<file path="src/hdl/egha_defines.vh">
// Register offsets, field positions, reset values and timing figures
// for the event gating, holdoff and arming block.
// Included by bare name from the holdoff and top design files of the block.
`ifndef EGHA_DEFINES_VH
`define EGHA_DEFINES_VH

// Per-channel register offsets; channel n adds n times the stride.
`define EGHA_CH_STRIDE 8'h20
`define EGHA_CH_CFG 8'h00
`define EGHA_CH_ARM 8'h01
`define EGHA_CH_HOLD 8'h02

// Central registers.
`define EGHA_MAIN_CTRL 8'h80
`define EGHA_MISC_CTRL 8'h81
`define EGHA_STATUS 8'h82

// Channel configuration fields.
`define EGHA_CFG_POL 0
`define EGHA_CFG_RNG_LO 1
`define EGHA_CFG_RNG_HI 3
`define EGHA_CFG_HEN 4

// Channel arming fields.
`define EGHA_ARM_SEL_LO 1
`define EGHA_ARM_SEL_HI 4
`define EGHA_ARM_EN 5

// Central main control fields.
`define EGHA_MAIN_OVERTEMP_ALARM_ENABLE 10
`define EGHA_MAIN_OT_CLR 11
`define EGHA_MAIN_SYNC_POL 12
`define EGHA_MAIN_SYNC_EN 13
`define EGHA_MAIN_POWER_DOWN 14

// Central misc control fields.
`define EGHA_MISC_RNG_LO 1
`define EGHA_MISC_RNG_HI 2
`define EGHA_MISC_QUIET 3

// Status fields.
`define EGHA_STAT_READY 0
`define EGHA_STAT_OT 1
`define EGHA_STAT_SYNC_DLL 2
`define EGHA_STAT_FAST_DLL 3

// Reset values.
`define EGHA_RST_CFG 16'h0000
`define EGHA_RST_ARM 16'h0000
`define EGHA_RST_HOLD 16'h0000
`define EGHA_RST_MAIN 16'h0000
`define EGHA_RST_MISC 16'h0000

// Quiet mode capture limit.
`define EGHA_QUIET_LIMIT 5'd16

// Timing: the holdoff step of range 1 and the core clock period, in ns.
`define EGHA_STEP_NS 10
`define EGHA_CLK_NS 40
// Range-1 steps that elapse in one core clock.
`define EGHA_STEPS_PER_CLK (`EGHA_CLK_NS / `EGHA_STEP_NS)

`endif

</file>
<file path="src/hdl/egha_event_latch.v">
// One event latch with edge select, gate and external clear.
// Assumes the event input is synchronous to the core clock.
`timescale 1ns/1ps
module egha_event_latch
(
    input wire core_clk_i,
    input wire rst_n_i,
    input wire event_i,
    input wire falling_i,
    input wire gate_i,
    input wire clear_i,
    output wire stamp_o,
    output reg latched_o
);

    reg prev;
    wire active_now;
    wire active_prev;
    wire edge_seen;

    // Fold the polarity in so one edge detector serves both edges.
    assign active_now = event_i ^ falling_i;
    assign active_prev = prev ^ falling_i;
    // A new edge needs the input back at idle first; edges while set are
    // dropped, which mirrors a latch that cannot re-fire until cleared.
    assign edge_seen = active_now & ~active_prev;
    assign stamp_o = edge_seen & gate_i & ~latched_o;

    always @(posedge core_clk_i)
    begin
        if (!rst_n_i)
        begin
            prev <= 1'b0;
            latched_o <= 1'b0;
        end
        else
        begin
            prev <= event_i;
            if (stamp_o)
                latched_o <= 1'b1;
            else if (clear_i)
                latched_o <= 1'b0;
        end
    end

endmodule // egha_event_latch

</file>
<file path="src/hdl/egha_holdoff.v">
// Holdoff down-counter of one event channel with range prescaler.
// Assumes a core clock whose period is a whole number of range-1 steps.
`timescale 1ns/1ps
`include "egha_defines.vh"
module egha_holdoff
#(
    parameter W = 16
)
(
    input wire core_clk_i,
    input wire rst_n_i,
    input wire start_i,
    input wire enable_i,
    input wire [2:0] range_i,
    input wire [W-1:0] load_i,
    output wire expired_o
);

    localparam integer PER_CLK_INT = `EGHA_STEPS_PER_CLK;
    localparam [W-1:0] PER_CLK = PER_CLK_INT[W-1:0];

    reg [W-1:0] count;
    reg [9:0] pre;

    // Last prescaler value before a decrement, 4**(range-2) less one.
    // Holding the value less one lets range 7 fit in ten bits.
    function [9:0] clocks_per_dec;
        input [2:0] r;
        begin
            case (r)
                3'd3: clocks_per_dec = 10'd3;
                3'd4: clocks_per_dec = 10'd15;
                3'd5: clocks_per_dec = 10'd63;
                3'd6: clocks_per_dec = 10'd255;
                3'd7: clocks_per_dec = 10'd1023;
                default: clocks_per_dec = 10'd0;
            endcase
        end
    endfunction

    wire fast;
    wire [9:0] lim;
    // Range 0 is reserved and runs as range 1.
    assign fast = (range_i == 3'd0) || (range_i == 3'd1);
    assign lim = clocks_per_dec(range_i);
    assign expired_o = (count == {W{1'b0}});

    always @(posedge core_clk_i)
    begin
        if (!rst_n_i)
        begin
            count <= {W{1'b0}};
            pre <= 10'd0;
        end
        else if (!enable_i)
        begin
            count <= {W{1'b0}};
            pre <= 10'd0;
        end
        else if (start_i)
        begin
            count <= load_i;
            pre <= 10'd0;
        end
        else if (!expired_o)
        begin
            // One core clock spans several 10 ns steps in range 1.
            if (fast)
                count <= (count > PER_CLK) ? count - PER_CLK
                                           : {W{1'b0}};
            else if (pre >= lim)
            begin
                pre <= 10'd0;
                count <= count - {{(W-1){1'b0}}, 1'b1};
            end
            else
                pre <= pre + 10'd1;
        end
    end

endmodule // egha_holdoff

</file>
<file path="src/hdl/egha_gate.v">
// What this block does
// - Main bit 10 enables over-temperature alarm.
// - Writing 1 to bit 11 clears alarm.
// - Main bit 12 picks sync edge.
// - Main bit 13 enables sync channel.
// - Main bit 14 powers device down.
// - Misc bits 1-2 select coarse counter range.
// - Quiet mode stops clocks, blocks event-channel stamps once sixteen are counted.
// - Status bit 0 shows unit ready.
// - Status bit 1 shows over-temperature alarm.
// - Status bit 3 shows fast clock unlocked.
// - Latch sets on programmed edge.
// - Latch held until interpolator clears it.
// - Early transitions ignored; needs idle first.
// - Preconditioning gate qualifies every event.
// - After sync, events wait for arming.
// - Each channel has 16-bit holdoff count.
// - Stamp reloads holdoff; inhibits until zero.
// - Seven ranges, step grows fourfold each.
// - Range 1 counts 10 ns steps.
// - Holdoff enable low bypasses the delay.
// - AND arming waits on selected channels.
// - OR arming needs holdoff, counter, one.
// - Config bit 0 picks channel edge.
// - Range bits share the config register.
//
// Top of the event gating, holdoff and arming block. Registers are
// reached over a simple parallel port; all inputs are core synchronous.
`timescale 1ns/1ps
`include "egha_defines.vh"
module egha_gate
#(
    parameter HOLD_W = 16
)
(
    input wire core_clk_i,
    input wire rst_n_i,
    input wire [7:0] reg_addr_i,
    input wire [15:0] reg_wdata_i,
    input wire reg_wr_i,
    input wire reg_rd_i,
    output reg [15:0] reg_rdata_o,
    input wire [3:0] event_i,
    input wire sync_i,
    input wire [3:0] interp_done_i,
    input wire sync_interp_done_i,
    input wire overtemp_detect_i,
    input wire clocks_ok_i,
    input wire coarse_ok_i,
    input wire sync_ok_i,
    input wire sync_dll_locked_i,
    input wire fast_dll_locked_i,
    output wire [3:0] stamp_o,
    output wire sync_stamp_o,
    output wire [3:0] latched_o,
    output wire sync_latched_o,
    output wire [3:0] fully_armed_o,
    output wire [1:0] coarse_range_o,
    output wire power_down_o,
    output wire overtemp_alarm_enable_o,
    output wire quiet_clock_stop_o
);

    // ****************************************************************
    // Register storage
    // ****************************************************************
    reg [15:0] chan_cfg [0:3];
    reg [15:0] chan_arm [0:3];
    reg [HOLD_W-1:0] chan_hold [0:3];
    reg [15:0] central_main_control;
    reg [15:0] central_misc_control;
    reg overtemp_alarm_flag;
    reg [4:0] quiet_count;
    reg [3:0] synced;
    reg sync_en_q;

    wire overtemp_alarm_enable;
    wire sync_edge_polarity;
    wire sync_channel_enable;
    wire power_down;
    wire quiet_mode;
    wire unit_ready_flag;
    wire fast_clock_lock_flag;
    wire [15:0] central_status_flags;
    wire quiet_full;
    wire [3:0] expired;
    wire [3:0] base_armed;
    wire [3:0] cross_ok;
    wire [3:0] gate;
    integer i;
    integer j;

    assign overtemp_alarm_enable = central_main_control[`EGHA_MAIN_OVERTEMP_ALARM_ENABLE];
    assign sync_edge_polarity = central_main_control[`EGHA_MAIN_SYNC_POL];
    assign sync_channel_enable = central_main_control[`EGHA_MAIN_SYNC_EN];
    assign power_down = central_main_control[`EGHA_MAIN_POWER_DOWN];
    assign quiet_mode = central_misc_control[`EGHA_MISC_QUIET];
    assign coarse_range_o =
        central_misc_control[`EGHA_MISC_RNG_HI:`EGHA_MISC_RNG_LO];
    assign power_down_o = power_down;
    assign overtemp_alarm_enable_o = overtemp_alarm_enable;

    // ****************************************************************
    // Helpers
    // ****************************************************************

    // Byte address of a per-channel register.
    function [7:0] ch_addr;
        input [1:0] ch;
        input [7:0] base;
        begin
            ch_addr = base + {1'b0, ch, 5'b0_0000};
        end
    endfunction

    // Cross-channel condition from the four select bits and the three
    // other channels in order; codes above ten are reserved, never arm.
    function arm_check;
        input [3:0] code;
        input o1;
        input o2;
        input o3;
        begin
            case (code)
                4'd0: arm_check = o1;
                4'd1: arm_check = o2;
                4'd2: arm_check = o3;
                4'd3: arm_check = o1 & o2;
                4'd4: arm_check = o1 & o3;
                4'd5: arm_check = o2 & o3;
                4'd6: arm_check = o1 & o2 & o3;
                4'd7: arm_check = o1 | o2;
                4'd8: arm_check = o1 | o3;
                4'd9: arm_check = o2 | o3;
                4'd10: arm_check = o1 | o2 | o3;
                default: arm_check = 1'b0;
            endcase
        end
    endfunction

    // Number of stamps in one cycle.
    function [4:0] count4;
        input [3:0] v;
        begin
            count4 = {4'd0, v[0]} + {4'd0, v[1]} + {4'd0, v[2]}
                + {4'd0, v[3]};
        end
    endfunction

    // ****************************************************************
    // Sync channel
    // ****************************************************************
    egha_event_latch u_sync_latch
    (
        .core_clk_i(core_clk_i),
        .rst_n_i(rst_n_i),
        .event_i(sync_i),
        .falling_i(sync_edge_polarity),
        .gate_i(sync_channel_enable & ~power_down),
        .clear_i(sync_interp_done_i),
        .stamp_o(sync_stamp_o),
        .latched_o(sync_latched_o)
    );

    // ****************************************************************
    // Event channels
    // ****************************************************************
    assign quiet_full = quiet_mode && quiet_count >= `EGHA_QUIET_LIMIT;
    // Busy latches mean a stamp is in flight; quiet mode parks clocks.
    assign quiet_clock_stop_o =
        quiet_mode & (|latched_o | sync_latched_o);

    genvar g;
    generate
        for (g = 0; g < 4; g = g + 1)
        begin : g_chan
            // The holdoff counter doubles as the arming counter.
            assign base_armed[g] = synced[g] & expired[g];
            assign cross_ok[g] = ~chan_arm[g][`EGHA_ARM_EN]
                | arm_check(chan_arm[g][`EGHA_ARM_SEL_HI:`EGHA_ARM_SEL_LO],
                            base_armed[(g + 1) % 4],
                            base_armed[(g + 2) % 4],
                            base_armed[(g + 3) % 4]);
            assign fully_armed_o[g] = base_armed[g] & cross_ok[g];
            assign gate[g] = fully_armed_o[g] & ~power_down
                & ~quiet_full;

            egha_event_latch u_latch
            (
                .core_clk_i(core_clk_i),
                .rst_n_i(rst_n_i),
                .event_i(event_i[g]),
                .falling_i(chan_cfg[g][`EGHA_CFG_POL]),
                .gate_i(gate[g]),
                .clear_i(interp_done_i[g]),
                .stamp_o(stamp_o[g]),
                .latched_o(latched_o[g])
            );

            egha_holdoff #(.W(HOLD_W)) u_holdoff
            (
                .core_clk_i(core_clk_i),
                .rst_n_i(rst_n_i),
                .start_i(stamp_o[g]),
                .enable_i(chan_cfg[g][`EGHA_CFG_HEN]),
                .range_i(chan_cfg[g][`EGHA_CFG_RNG_HI:`EGHA_CFG_RNG_LO]),
                .load_i(chan_hold[g]),
                .expired_o(expired[g])
            );
        end
    endgenerate

    // ****************************************************************
    // Sync tracking and quiet stamp count
    // ****************************************************************
    // With the sync channel off, channels are not held waiting for it.
    // Turning it on makes every channel wait for its first stamp.
    always @(posedge core_clk_i)
    begin
        if (!rst_n_i)
        begin
            synced <= 4'b0000;
            sync_en_q <= 1'b0;
            quiet_count <= 5'd0;
        end
        else
        begin
            sync_en_q <= sync_channel_enable;
            if (!sync_channel_enable)
                synced <= 4'b1111;
            else if (sync_stamp_o)
                synced <= 4'b1111;
            else if (!sync_en_q)
                synced <= 4'b0000;
            if (sync_stamp_o)
                quiet_count <= 5'd0;
            else if (!quiet_full)
                quiet_count <= quiet_count + count4(stamp_o);
        end
    end

    // ****************************************************************
    // Register writes and alarm
    // ****************************************************************
    always @(posedge core_clk_i)
    begin
        if (!rst_n_i)
        begin
            for (i = 0; i < 4; i = i + 1)
            begin
                chan_cfg[i] <= `EGHA_RST_CFG;
                chan_arm[i] <= `EGHA_RST_ARM;
                chan_hold[i] <= `EGHA_RST_HOLD;
            end
            central_main_control <= `EGHA_RST_MAIN;
            central_misc_control <= `EGHA_RST_MISC;
            overtemp_alarm_flag <= 1'b0;
        end
        else
        begin
            if (reg_wr_i)
            begin
                for (i = 0; i < 4; i = i + 1)
                begin
                    if (reg_addr_i == ch_addr(i[1:0], `EGHA_CH_CFG))
                        chan_cfg[i] <= reg_wdata_i;
                    if (reg_addr_i == ch_addr(i[1:0], `EGHA_CH_ARM))
                        chan_arm[i] <= reg_wdata_i;
                    if (reg_addr_i == ch_addr(i[1:0], `EGHA_CH_HOLD))
                        chan_hold[i] <= reg_wdata_i[HOLD_W-1:0];
                end
                if (reg_addr_i == `EGHA_MAIN_CTRL)
                    central_main_control <= reg_wdata_i;
                if (reg_addr_i == `EGHA_MISC_CTRL)
                    central_misc_control <= reg_wdata_i;
            end
            // A detection in the clearing cycle keeps the alarm set.
            if (overtemp_alarm_enable & overtemp_detect_i)
                overtemp_alarm_flag <= 1'b1;
            else if (!overtemp_alarm_enable)
                overtemp_alarm_flag <= 1'b0;
            else if (reg_wr_i && reg_addr_i == `EGHA_MAIN_CTRL
                     && reg_wdata_i[`EGHA_MAIN_OT_CLR])
                overtemp_alarm_flag <= 1'b0;
        end
    end

    // ****************************************************************
    // Status and read path
    // ****************************************************************
    assign unit_ready_flag = clocks_ok_i & coarse_ok_i & sync_ok_i;
    assign fast_clock_lock_flag = ~fast_dll_locked_i;
    assign central_status_flags = {12'h000, fast_clock_lock_flag,
        ~sync_dll_locked_i, overtemp_alarm_flag, unit_ready_flag};

    always @(posedge core_clk_i)
    begin
        if (!rst_n_i)
            reg_rdata_o <= 16'h0000;
        else if (reg_rd_i)
        begin
            reg_rdata_o <= 16'h0000;
            for (j = 0; j < 4; j = j + 1)
            begin
                if (reg_addr_i == ch_addr(j[1:0], `EGHA_CH_CFG))
                    reg_rdata_o <= chan_cfg[j];
                if (reg_addr_i == ch_addr(j[1:0], `EGHA_CH_ARM))
                    reg_rdata_o <= chan_arm[j];
                if (reg_addr_i == ch_addr(j[1:0], `EGHA_CH_HOLD))
                    reg_rdata_o <= {{(16-HOLD_W){1'b0}}, chan_hold[j]};
            end
            // The alarm clear bit is a strobe and always reads zero.
            if (reg_addr_i == `EGHA_MAIN_CTRL)
                reg_rdata_o <= central_main_control & 16'hF7FF;
            if (reg_addr_i == `EGHA_MISC_CTRL)
                reg_rdata_o <= central_misc_control;
            if (reg_addr_i == `EGHA_STATUS)
                reg_rdata_o <= central_status_flags;
        end
    end

endmodule // egha_gate

</file>
<file path="config.mk">
export PLATFORM = sky130hd
export DESIGN_NAME = egha_gate
export DESIGN_NICKNAME = d
export VERILOG_FILES = /design/src/hdl/egha_event_latch.v /design/src/hdl/egha_holdoff.v /design/src/hdl/egha_gate.v
export VERILOG_INCLUDE_DIRS = /design/src /design/src/hdl
export SDC_FILE = /design/constraint.sdc
export NUM_CORES = 1
export LEC_CHECK = 0
export BUFFER_PORTS_ARGS = -buffer_cell sky130_fd_sc_hd__buf_2
export CORE_UTILIZATION = 23
export DETAILED_ROUTE_END_ITERATION = 10
export MAX_ROUTING_LAYER = met4
export PLACE_DENSITY = 0.42
export SKIP_CTS_REPAIR_TIMING = 1
export SYNTH_ARGS = -nofsm -noshare
export SYNTH_HDL_FRONTEND = slang
export SYNTH_SLANG_ARGS = --single-unit
</file>
<file path="constraint.sdc">
create_clock -name core_clk_i -period 8.1 [get_ports core_clk_i]
set_input_delay 0.405 -clock core_clk_i [delete_from_list [all_inputs] [get_ports core_clk_i]]
set_output_delay 0.405 -clock core_clk_i [all_outputs]
set_load 0.05 [all_outputs]
</file>
Yosys cells after proc, flatten, opt, wreduce, memory -nomap -nowiden
Memories as Yosys holds them, arrays and structs flattened.
Index checks and enable logic that the tools add are counted.

operators by class
  reduce and logical (&&, ||, !) cells = 49
  add/subtract/negate cells = 16
  shift-type cells = 0
  magnitude comparators = 9
  bitwise operators = 114
  mux-type cells = 124
  equality and inequality tests = 84
  div/mod/pow operators = 0
  $mul = 0

operators with widths
  operator                                                        count
  2-to-1 mux 16 bit                                               47
  one-hot mux 10 bit (5 select lines)                             4
  equality test 4 x 3 -> 1 bit, second input constant             16
  greater-than comparator 16 x 3 -> 1 bit, second input constant  4
  zero test 16 bit                                                4
  subtractor 16 x 1 -> 16 bit, second input constant              4
  subtractor 16 x 3 -> 16 bit, second input constant              4
  2-to-1 mux 1 bit                                                62
  equality test 3 bit, second input constant                      16
  equality test 4 bit, second input constant                      12
  equality test 8 x 7 -> 1 bit, second input constant             6
  bitwise AND 1 bit                                               46
  one-hot mux 1 bit (11 select lines)                             4
  adder 10 x 1 -> 10 bit, second input constant                   4
  greater-or-equal comparator 10 bit                              4
  2-to-1 mux 10 bit                                               4
  equality test 4 x 2 -> 1 bit, second input constant             8
  inverter 1 bit                                                  31
  AND reduction 2 bit                                             14
  OR 1 bit                                                        27
  equality test 8 x 6 -> 1 bit, second input constant             3
  equality test 8 bit, second input constant                      3
  equality test 4 x 1 -> 1 bit, second input constant             4
  zero test 4 bit                                                 4
  other kinds (23)                                                61

storage, ports and cells
  logic and storage cells = 424
  ROM bits = 0
  RAM bits = 192
  memories kept = 3
  bits in registers = 173
  output and inout port bits = 35
  latch bits = 0

memory list
  name       words  bits a word  read ports  clocked after Yosys merged registers in  wr ports  line            RTL
  chan_arm   4      16           4           0                                        4         egha_gate.v:68  reg [15:0] chan_arm [0:3];
  chan_cfg   4      16           4           0                                        4         egha_gate.v:67  reg [15:0] chan_cfg [0:3];
  chan_hold  4      16           4           0                                        4         egha_gate.v:69  reg [HOLD_W-1:0] chan_hold [0:3];

Depth between registers and ports, before layout
  depth after elaboration = 16
  mapped depth = 17
  gate-level depth less buffers = 15

Modules after synthesis
From an unflattened synthesis, not the netlist that was laid out.

second synthesis, totals
  cells, all modules = 2237
  area, all modules = 20766.2 µm²

by module, submodules not included
  module                                  cells each  instances  seq. area each (µm²)  area an instance (µm²)
  egha_gate                               1182        1          6866.6                12493.2
  egha_holdoff (g_chan[0].u_holdoff ...)  254         2          520.5                 1950.6
  egha_holdoff (g_chan[2].u_holdoff)      253         1          520.5                 1964.4
  egha_holdoff (g_chan[3].u_holdoff)      244         1          520.5                 1900.6
  egha_event_latch                        10          5          40.0                  101.3

Least setup slack after synthesis
Ideal clock, no wire load.

  path kind = register to register
  start = register g_chan[3].u_holdoff.count[11]
  end = register quiet_count[2]
  stages on the path, launching flop included = 16
  required time = 7983 ps
  data arrival time = 4155 ps
  path slack = 3828 ps
  library setup time = 117 ps
  cell sequence = dfxtp_1 > or4_1 > or4_1 > buf_2 > a2111oi_0 > o32ai_1 > o211a_1 > a211o_1 > buf_6 > inv_2 > fa_1 > fa_1 > fa_1 > nand2_1 > xor2_1 > nor2_1

on the way
  elaborated cells between the ends (all ways) = 44
  those cells by class = add/sub (4); mux (3); bitwise (36); reduce/logical (1)

RTL lines
  item                                   line                   RTL
  from (decl)                            egha_holdoff.v:22      reg [W-1:0] count;
  from (signal assigned)                 egha_holdoff.v:52      count <= {W{1'b0}};
  from (signal assigned)                 egha_holdoff.v:57      count <= {W{1'b0}};
  from (signal assigned)                 egha_holdoff.v:62      count <= load_i;
  zero test 16 bit *                     egha_holdoff.v:46      assign expired_o = (count == {W{1'b0}});
  bitwise AND 1 bit *                    egha_gate.v:178        assign base_armed[g] = synced[g] & expired[g];
  OR 1 bit (tied with other cells)       egha_gate.v:135        4'd10: arm_check = o1 | o2 | o3;
  one-hot mux 1 bit (11 select lines) *  egha_gate.v:124        case (code)
  OR 1 bit *                             egha_gate.v:179        assign cross_ok[g] = ~chan_arm[g][`EGHA_ARM_EN]
  bitwise AND 1 bit *                    egha_gate.v:184        assign fully_armed_o[g] = base_armed[g] & cross_ok[g];
  bitwise AND 1 bit *                    egha_gate.v:185        assign gate[g] = fully_armed_o[g] & ~power_down
  bitwise AND 1 bit *                    egha_gate.v:186        & ~quiet_full;
  bitwise AND 1 bit * (2 in series)      egha_event_latch.v:27  assign stamp_o = edge_seen & gate_i & ~latched_o;
  named net g_chan[0].u_holdoff.start_i  egha_holdoff.v:12      input wire start_i,
  adder 1 x 1 -> 2 bit *                 egha_gate.v:145        count4 = {4'd0, v[0]} + {4'd0, v[1]} + {4'd0, v[2]}
  adder 2 x 1 -> 3 bit *                 egha_gate.v:145
  adder 3 x 1 -> 4 bit *                 egha_gate.v:146        + {4'd0, v[3]};
  adder 5 x 4 -> 5 bit *                 egha_gate.v:238        quiet_count <= quiet_count + count4(stamp_o);
  to (signal assigned)                   egha_gate.v:238
  to (decl)                              egha_gate.v:73         reg [4:0] quiet_count;

The timed path passes the listed nets; every way through them passes the cells marked *.
A chain may end at the register's enable or synchronous reset.

Worst setup path in the final report
  start = register g_chan[3].u_holdoff.count[11]
  end = register quiet_count[2]

on the way
  cells in the longest elaborated chain, start to end = 15
  elaborated cells between the ends (all ways) = 44
  those cells by class = add/sub (4); mux (3); bitwise (36); reduce/logical (1)

ends and longest elaborated chain
  item                                           line
  zero test 16 bit *                             egha_holdoff.v:46
  bitwise AND 1 bit *                            egha_gate.v:178
  OR 1 bit or bitwise AND 1 bit (tied branches)  --
  OR 1 bit or bitwise AND 1 bit (tied branches)  egha_gate.v:135, egha_gate.v:131
  one-hot mux 1 bit (11 select lines)            egha_gate.v:124
  OR 1 bit                                       egha_gate.v:179
  bitwise AND 1 bit                              egha_gate.v:184
  bitwise AND 1 bit                              egha_gate.v:185
  bitwise AND 1 bit                              egha_gate.v:186
  bitwise AND 1 bit (2 in series)                egha_event_latch.v:27
  adder 1 x 1 -> 2 bit                           egha_gate.v:145
  adder 2 x 1 -> 3 bit                           egha_gate.v:145
  adder 3 x 1 -> 4 bit *                         egha_gate.v:146
  adder 5 x 4 -> 5 bit *                         egha_gate.v:238

Every way passes the cells marked *; elsewhere a longest branch is shown, timed or not.

==> reports/results.ini <==
[run_status]
outcome = complete, no violations

[setup_path]
cp.required_ns = 8.59
path_cells = nor4_1, nand4_1, nor2_1, nor2_1, a21oi_1, o21ai_0, inv_1, fa_1, fa_1, fa_1, nand2_1, xor2_1, nor2_1
cp-end-kind = flop
setup.worst_path.class = reg2reg
max_stage_delay_ns = 0.68
critPathSlowestCell = nand4_1
arrival_ns = 5.83
crit_fanout = 12
cp_num_buf_inv = 1
path_delay_family = simple AND/OR/NAND/NOR gates
start_kind = flop

[routing]
met3WireLength_mm = 4.11
wl_met2_mm = 36.1
top_layer = met4
drc = 0
viasPerCell = 5.19
wirelength_mm = 80.4
vias = 17600
avgRoutedWirePerCell_microns = 23.7
dr.pass1.iters = 5
ant_nets = 0
m1WireLength_mm = 37.5
drt_iter0_drc = 1492

[pwr]
p_int_mw = 3.73
seq_power_share_pct = 38.2
sw_frac_of_total_pct = 32.9
p_clk_share_pct = 40.8
p_sw_mw = 1.83
leakagePower_nw = 8.40
powerDensity_nw_per_um2 = 238
p_comb_share_pct = 21.0
vdd_drop_max_v = 0.000142

[clock_tree]
clock_latency_ns = 0.64
clock_sinks = 361
tritoncts.num_buffers = 46
cts.path.max_buffers = 3
cts.reportedPaths.clkPinSlew_ns = 0.06
tritoncts = done
h-tree-depth = 2
clockRootBuffer = clkbuf_16

[die]
start_util_pct = 23.3
die_y_microns = 298
io_pins = 79
die_width_microns = 298
dieArea_sq_um = 89000
coreArea_sq_um = 86900
rows = 108

[synth]
netlist_instances = 2177
async_flop_share_pct = 0
synthTopCellsByCount = 238 x nand2_1, 211 x and2_1, 192 x edfxtp_1
ys.flop_type = edfxtp_1
yosys_warnings = 0
avgSynthCellArea_sq_um = 9.28
synth.distinct_cells = 92
synth.most_common_cell = nand2_1
ys_top_cells_by_area = edfxtp_1 29%, dfxtp_1 17%, and2_1 6.5%, nand2_1 4.4%, ha_1 4.0%
synth_top_area_share_pct = 28.5
ys_seq_area_share_pct = 45.3
syn_nets = 2289
yosysTopAreaCell = edfxtp_1
synth-seq-cells = 361
syn_area_sq_um = 20200
synth_edf_count = 192

[placed_design]
place.port_buffers = 78
place_congestion = 0.899
dp_hpwl_mm = 59.8

[grt]
gr-total-overflow = 0
antenna_found_initial = 1
grt_pass1_wl_mm = 118
grt_use_total_pct = 18.3
grt_max_degree = 41
grt_pass1_vias = 17000

[timing]
slew_headroom_pct = 22.3
finalSetupTns_ns = 0
rsz0062_at_grt = no
fmax_ghz = 0.187
drv_slew = 0
finalCritPeriodShare_pct = 65.9
max_slew.worst_pin.slew_ns = 1.16
fin_crit_ns = 5.34
holdWs_ns = 0.0313
fin_skew_ns = 0.0633
hold_viol = 0
finalSetupViolations = 0

[cells_and_area]
nets = 2311
n_fill_cell = 9278
drive_gt1_share_pct = 9.84
syn_to_final_growth_pct = 15.7

[min_path]
hold_path.class = in2reg

[run]
drv_cap = 0

==> state kept, by name, indices dropped and copies added, names as in the netlist <==
| signal | cells |
|---|---|
| central_main_control | 15 |
| central_misc_control | 16 |
| chan_arm | 64 |
| chan_cfg | 64 |
| chan_hold | 64 |
| g_chan.u_holdoff.count | 64 |
| g_chan.u_holdoff.pre | 40 |
| g_chan.u_latch.latched_o | 4 |
| g_chan.u_latch.prev | 4 |
| overtemp_alarm_flag | 1 |
| quiet_count | 5 |
| reg_rdata_o | 16 |
| sync_en_q | 1 |
| synced | 1 |
| u_sync_latch.latched_o | 1 |
| u_sync_latch.prev | 1 |
==> kinds of logic (layout without fill, tap and decap cells) <==
group,after synthesis,count (layout),share of synthesized area [%]
compound gates,554,554,19.1
xor+xnor,42,42,1.82
buf+inv,188,246,3.90
other cells,0,1,0
mux,20,20,0.997
fa+ha+maj,68,68,4.32
flops,361,361,45.3
simple gates,944,944,24.6
==> routing by layer <==
metal,global-route usage (%),vias to the layer above
li1,-,8140
met1,25.2,8737
met3,1.82,131
met4,6.58,0
met2,27.7,580
met5,-,-
==> layout make-up <==
| type | count | area, sq um | area share [%] |
|---|---|---|---|
| antenna | 1 | 2.50 | 0.0107 |
| clock buffer | 60 | 1240 | 5.33 |
| clock inverter | 24 | 397 | 1.70 |
| inverter | 52 | 195 | 0.835 |
| multi-input combinational | 1628 | 10300 | 44.1 |
| sequential | 361 | 9150 | 39.1 |
| tap | 1155 | 1450 | 6.18 |
| timing repair buffer | 110 | 633 | 2.71 |
==> worst reg2reg max path: stages, from the launching register on <==
cell	delay, ns
dfxtp_1	0.36
nor4_1	0.63
nand4_1	0.68
nor2_1	0.34
nor2_1	0.11
a21oi_1	0.68
o21ai_0	0.54
inv_1	0.24
fa_1	0.45
fa_1	0.42
fa_1	0.43
nand2_1	0.09
xor2_1	0.16
nor2_1	0.05
==> power by group through the flow <==
stage	Clock, mW	Sequential, mW	Combinational (mW)
after CTS	2.30	2.12	1.17
after global placement	0	2.16	1.17
after global routing	2.37	2.13	1.27
after floorplan	0	2.10	0.801
final	2.26	2.12	1.17
after detailed placement	0	2.16	1.16
==> final timing paths <==
kind                                               startpoint                        to  slack (ns)  cells past startpoint
worst min-delay path                                   sync_i         u_sync_latch.prev        0.03                      2
worst min register to register       central_misc_control[10]  central_misc_control[10]        0.45                      2
worst max register to register  g_chan[3].u_holdoff.count[11]            quiet_count[2]        2.76                     13
worst max-delay path            g_chan[3].u_holdoff.count[11]            quiet_count[2]        2.76                     13
==> through the flow <==
| stage | instances | power (mW) | cell area, sq um | utilization [%] | worst slack (ns) |
|---|---|---|---|---|---|
| floorplan | 2177 | 2.91 | 20200 | - | 3.83 |
| global placement | 3305 | 3.32 | 21700 | 25.0 | 2.97 |
| detailed placement | 3305 | 3.32 | 21700 | 25.0 | 2.86 |
| CTS | 3389 | 5.59 | 23400 | 26.9 | 2.78 |
| global route | 3390 | 5.78 | 23400 | 26.9 | 2.15 |
| finish | 3391 | 5.55 | 23400 | 26.9 | 2.76 |
==> layout by cell type, fill, tap and decap left out, drive strengths merged, types with 60 or more instances in the layout <==
cell type / instances
buf: 109
clkbuf: 60
nor2: 149
ha: 65
nand2: 238
o21ai: 98
a21oi: 119
nor3: 72
dfxtp: 169
and2: 217
edfxtp: 192
No activity file was read; power rests on OpenSTA's default activity.
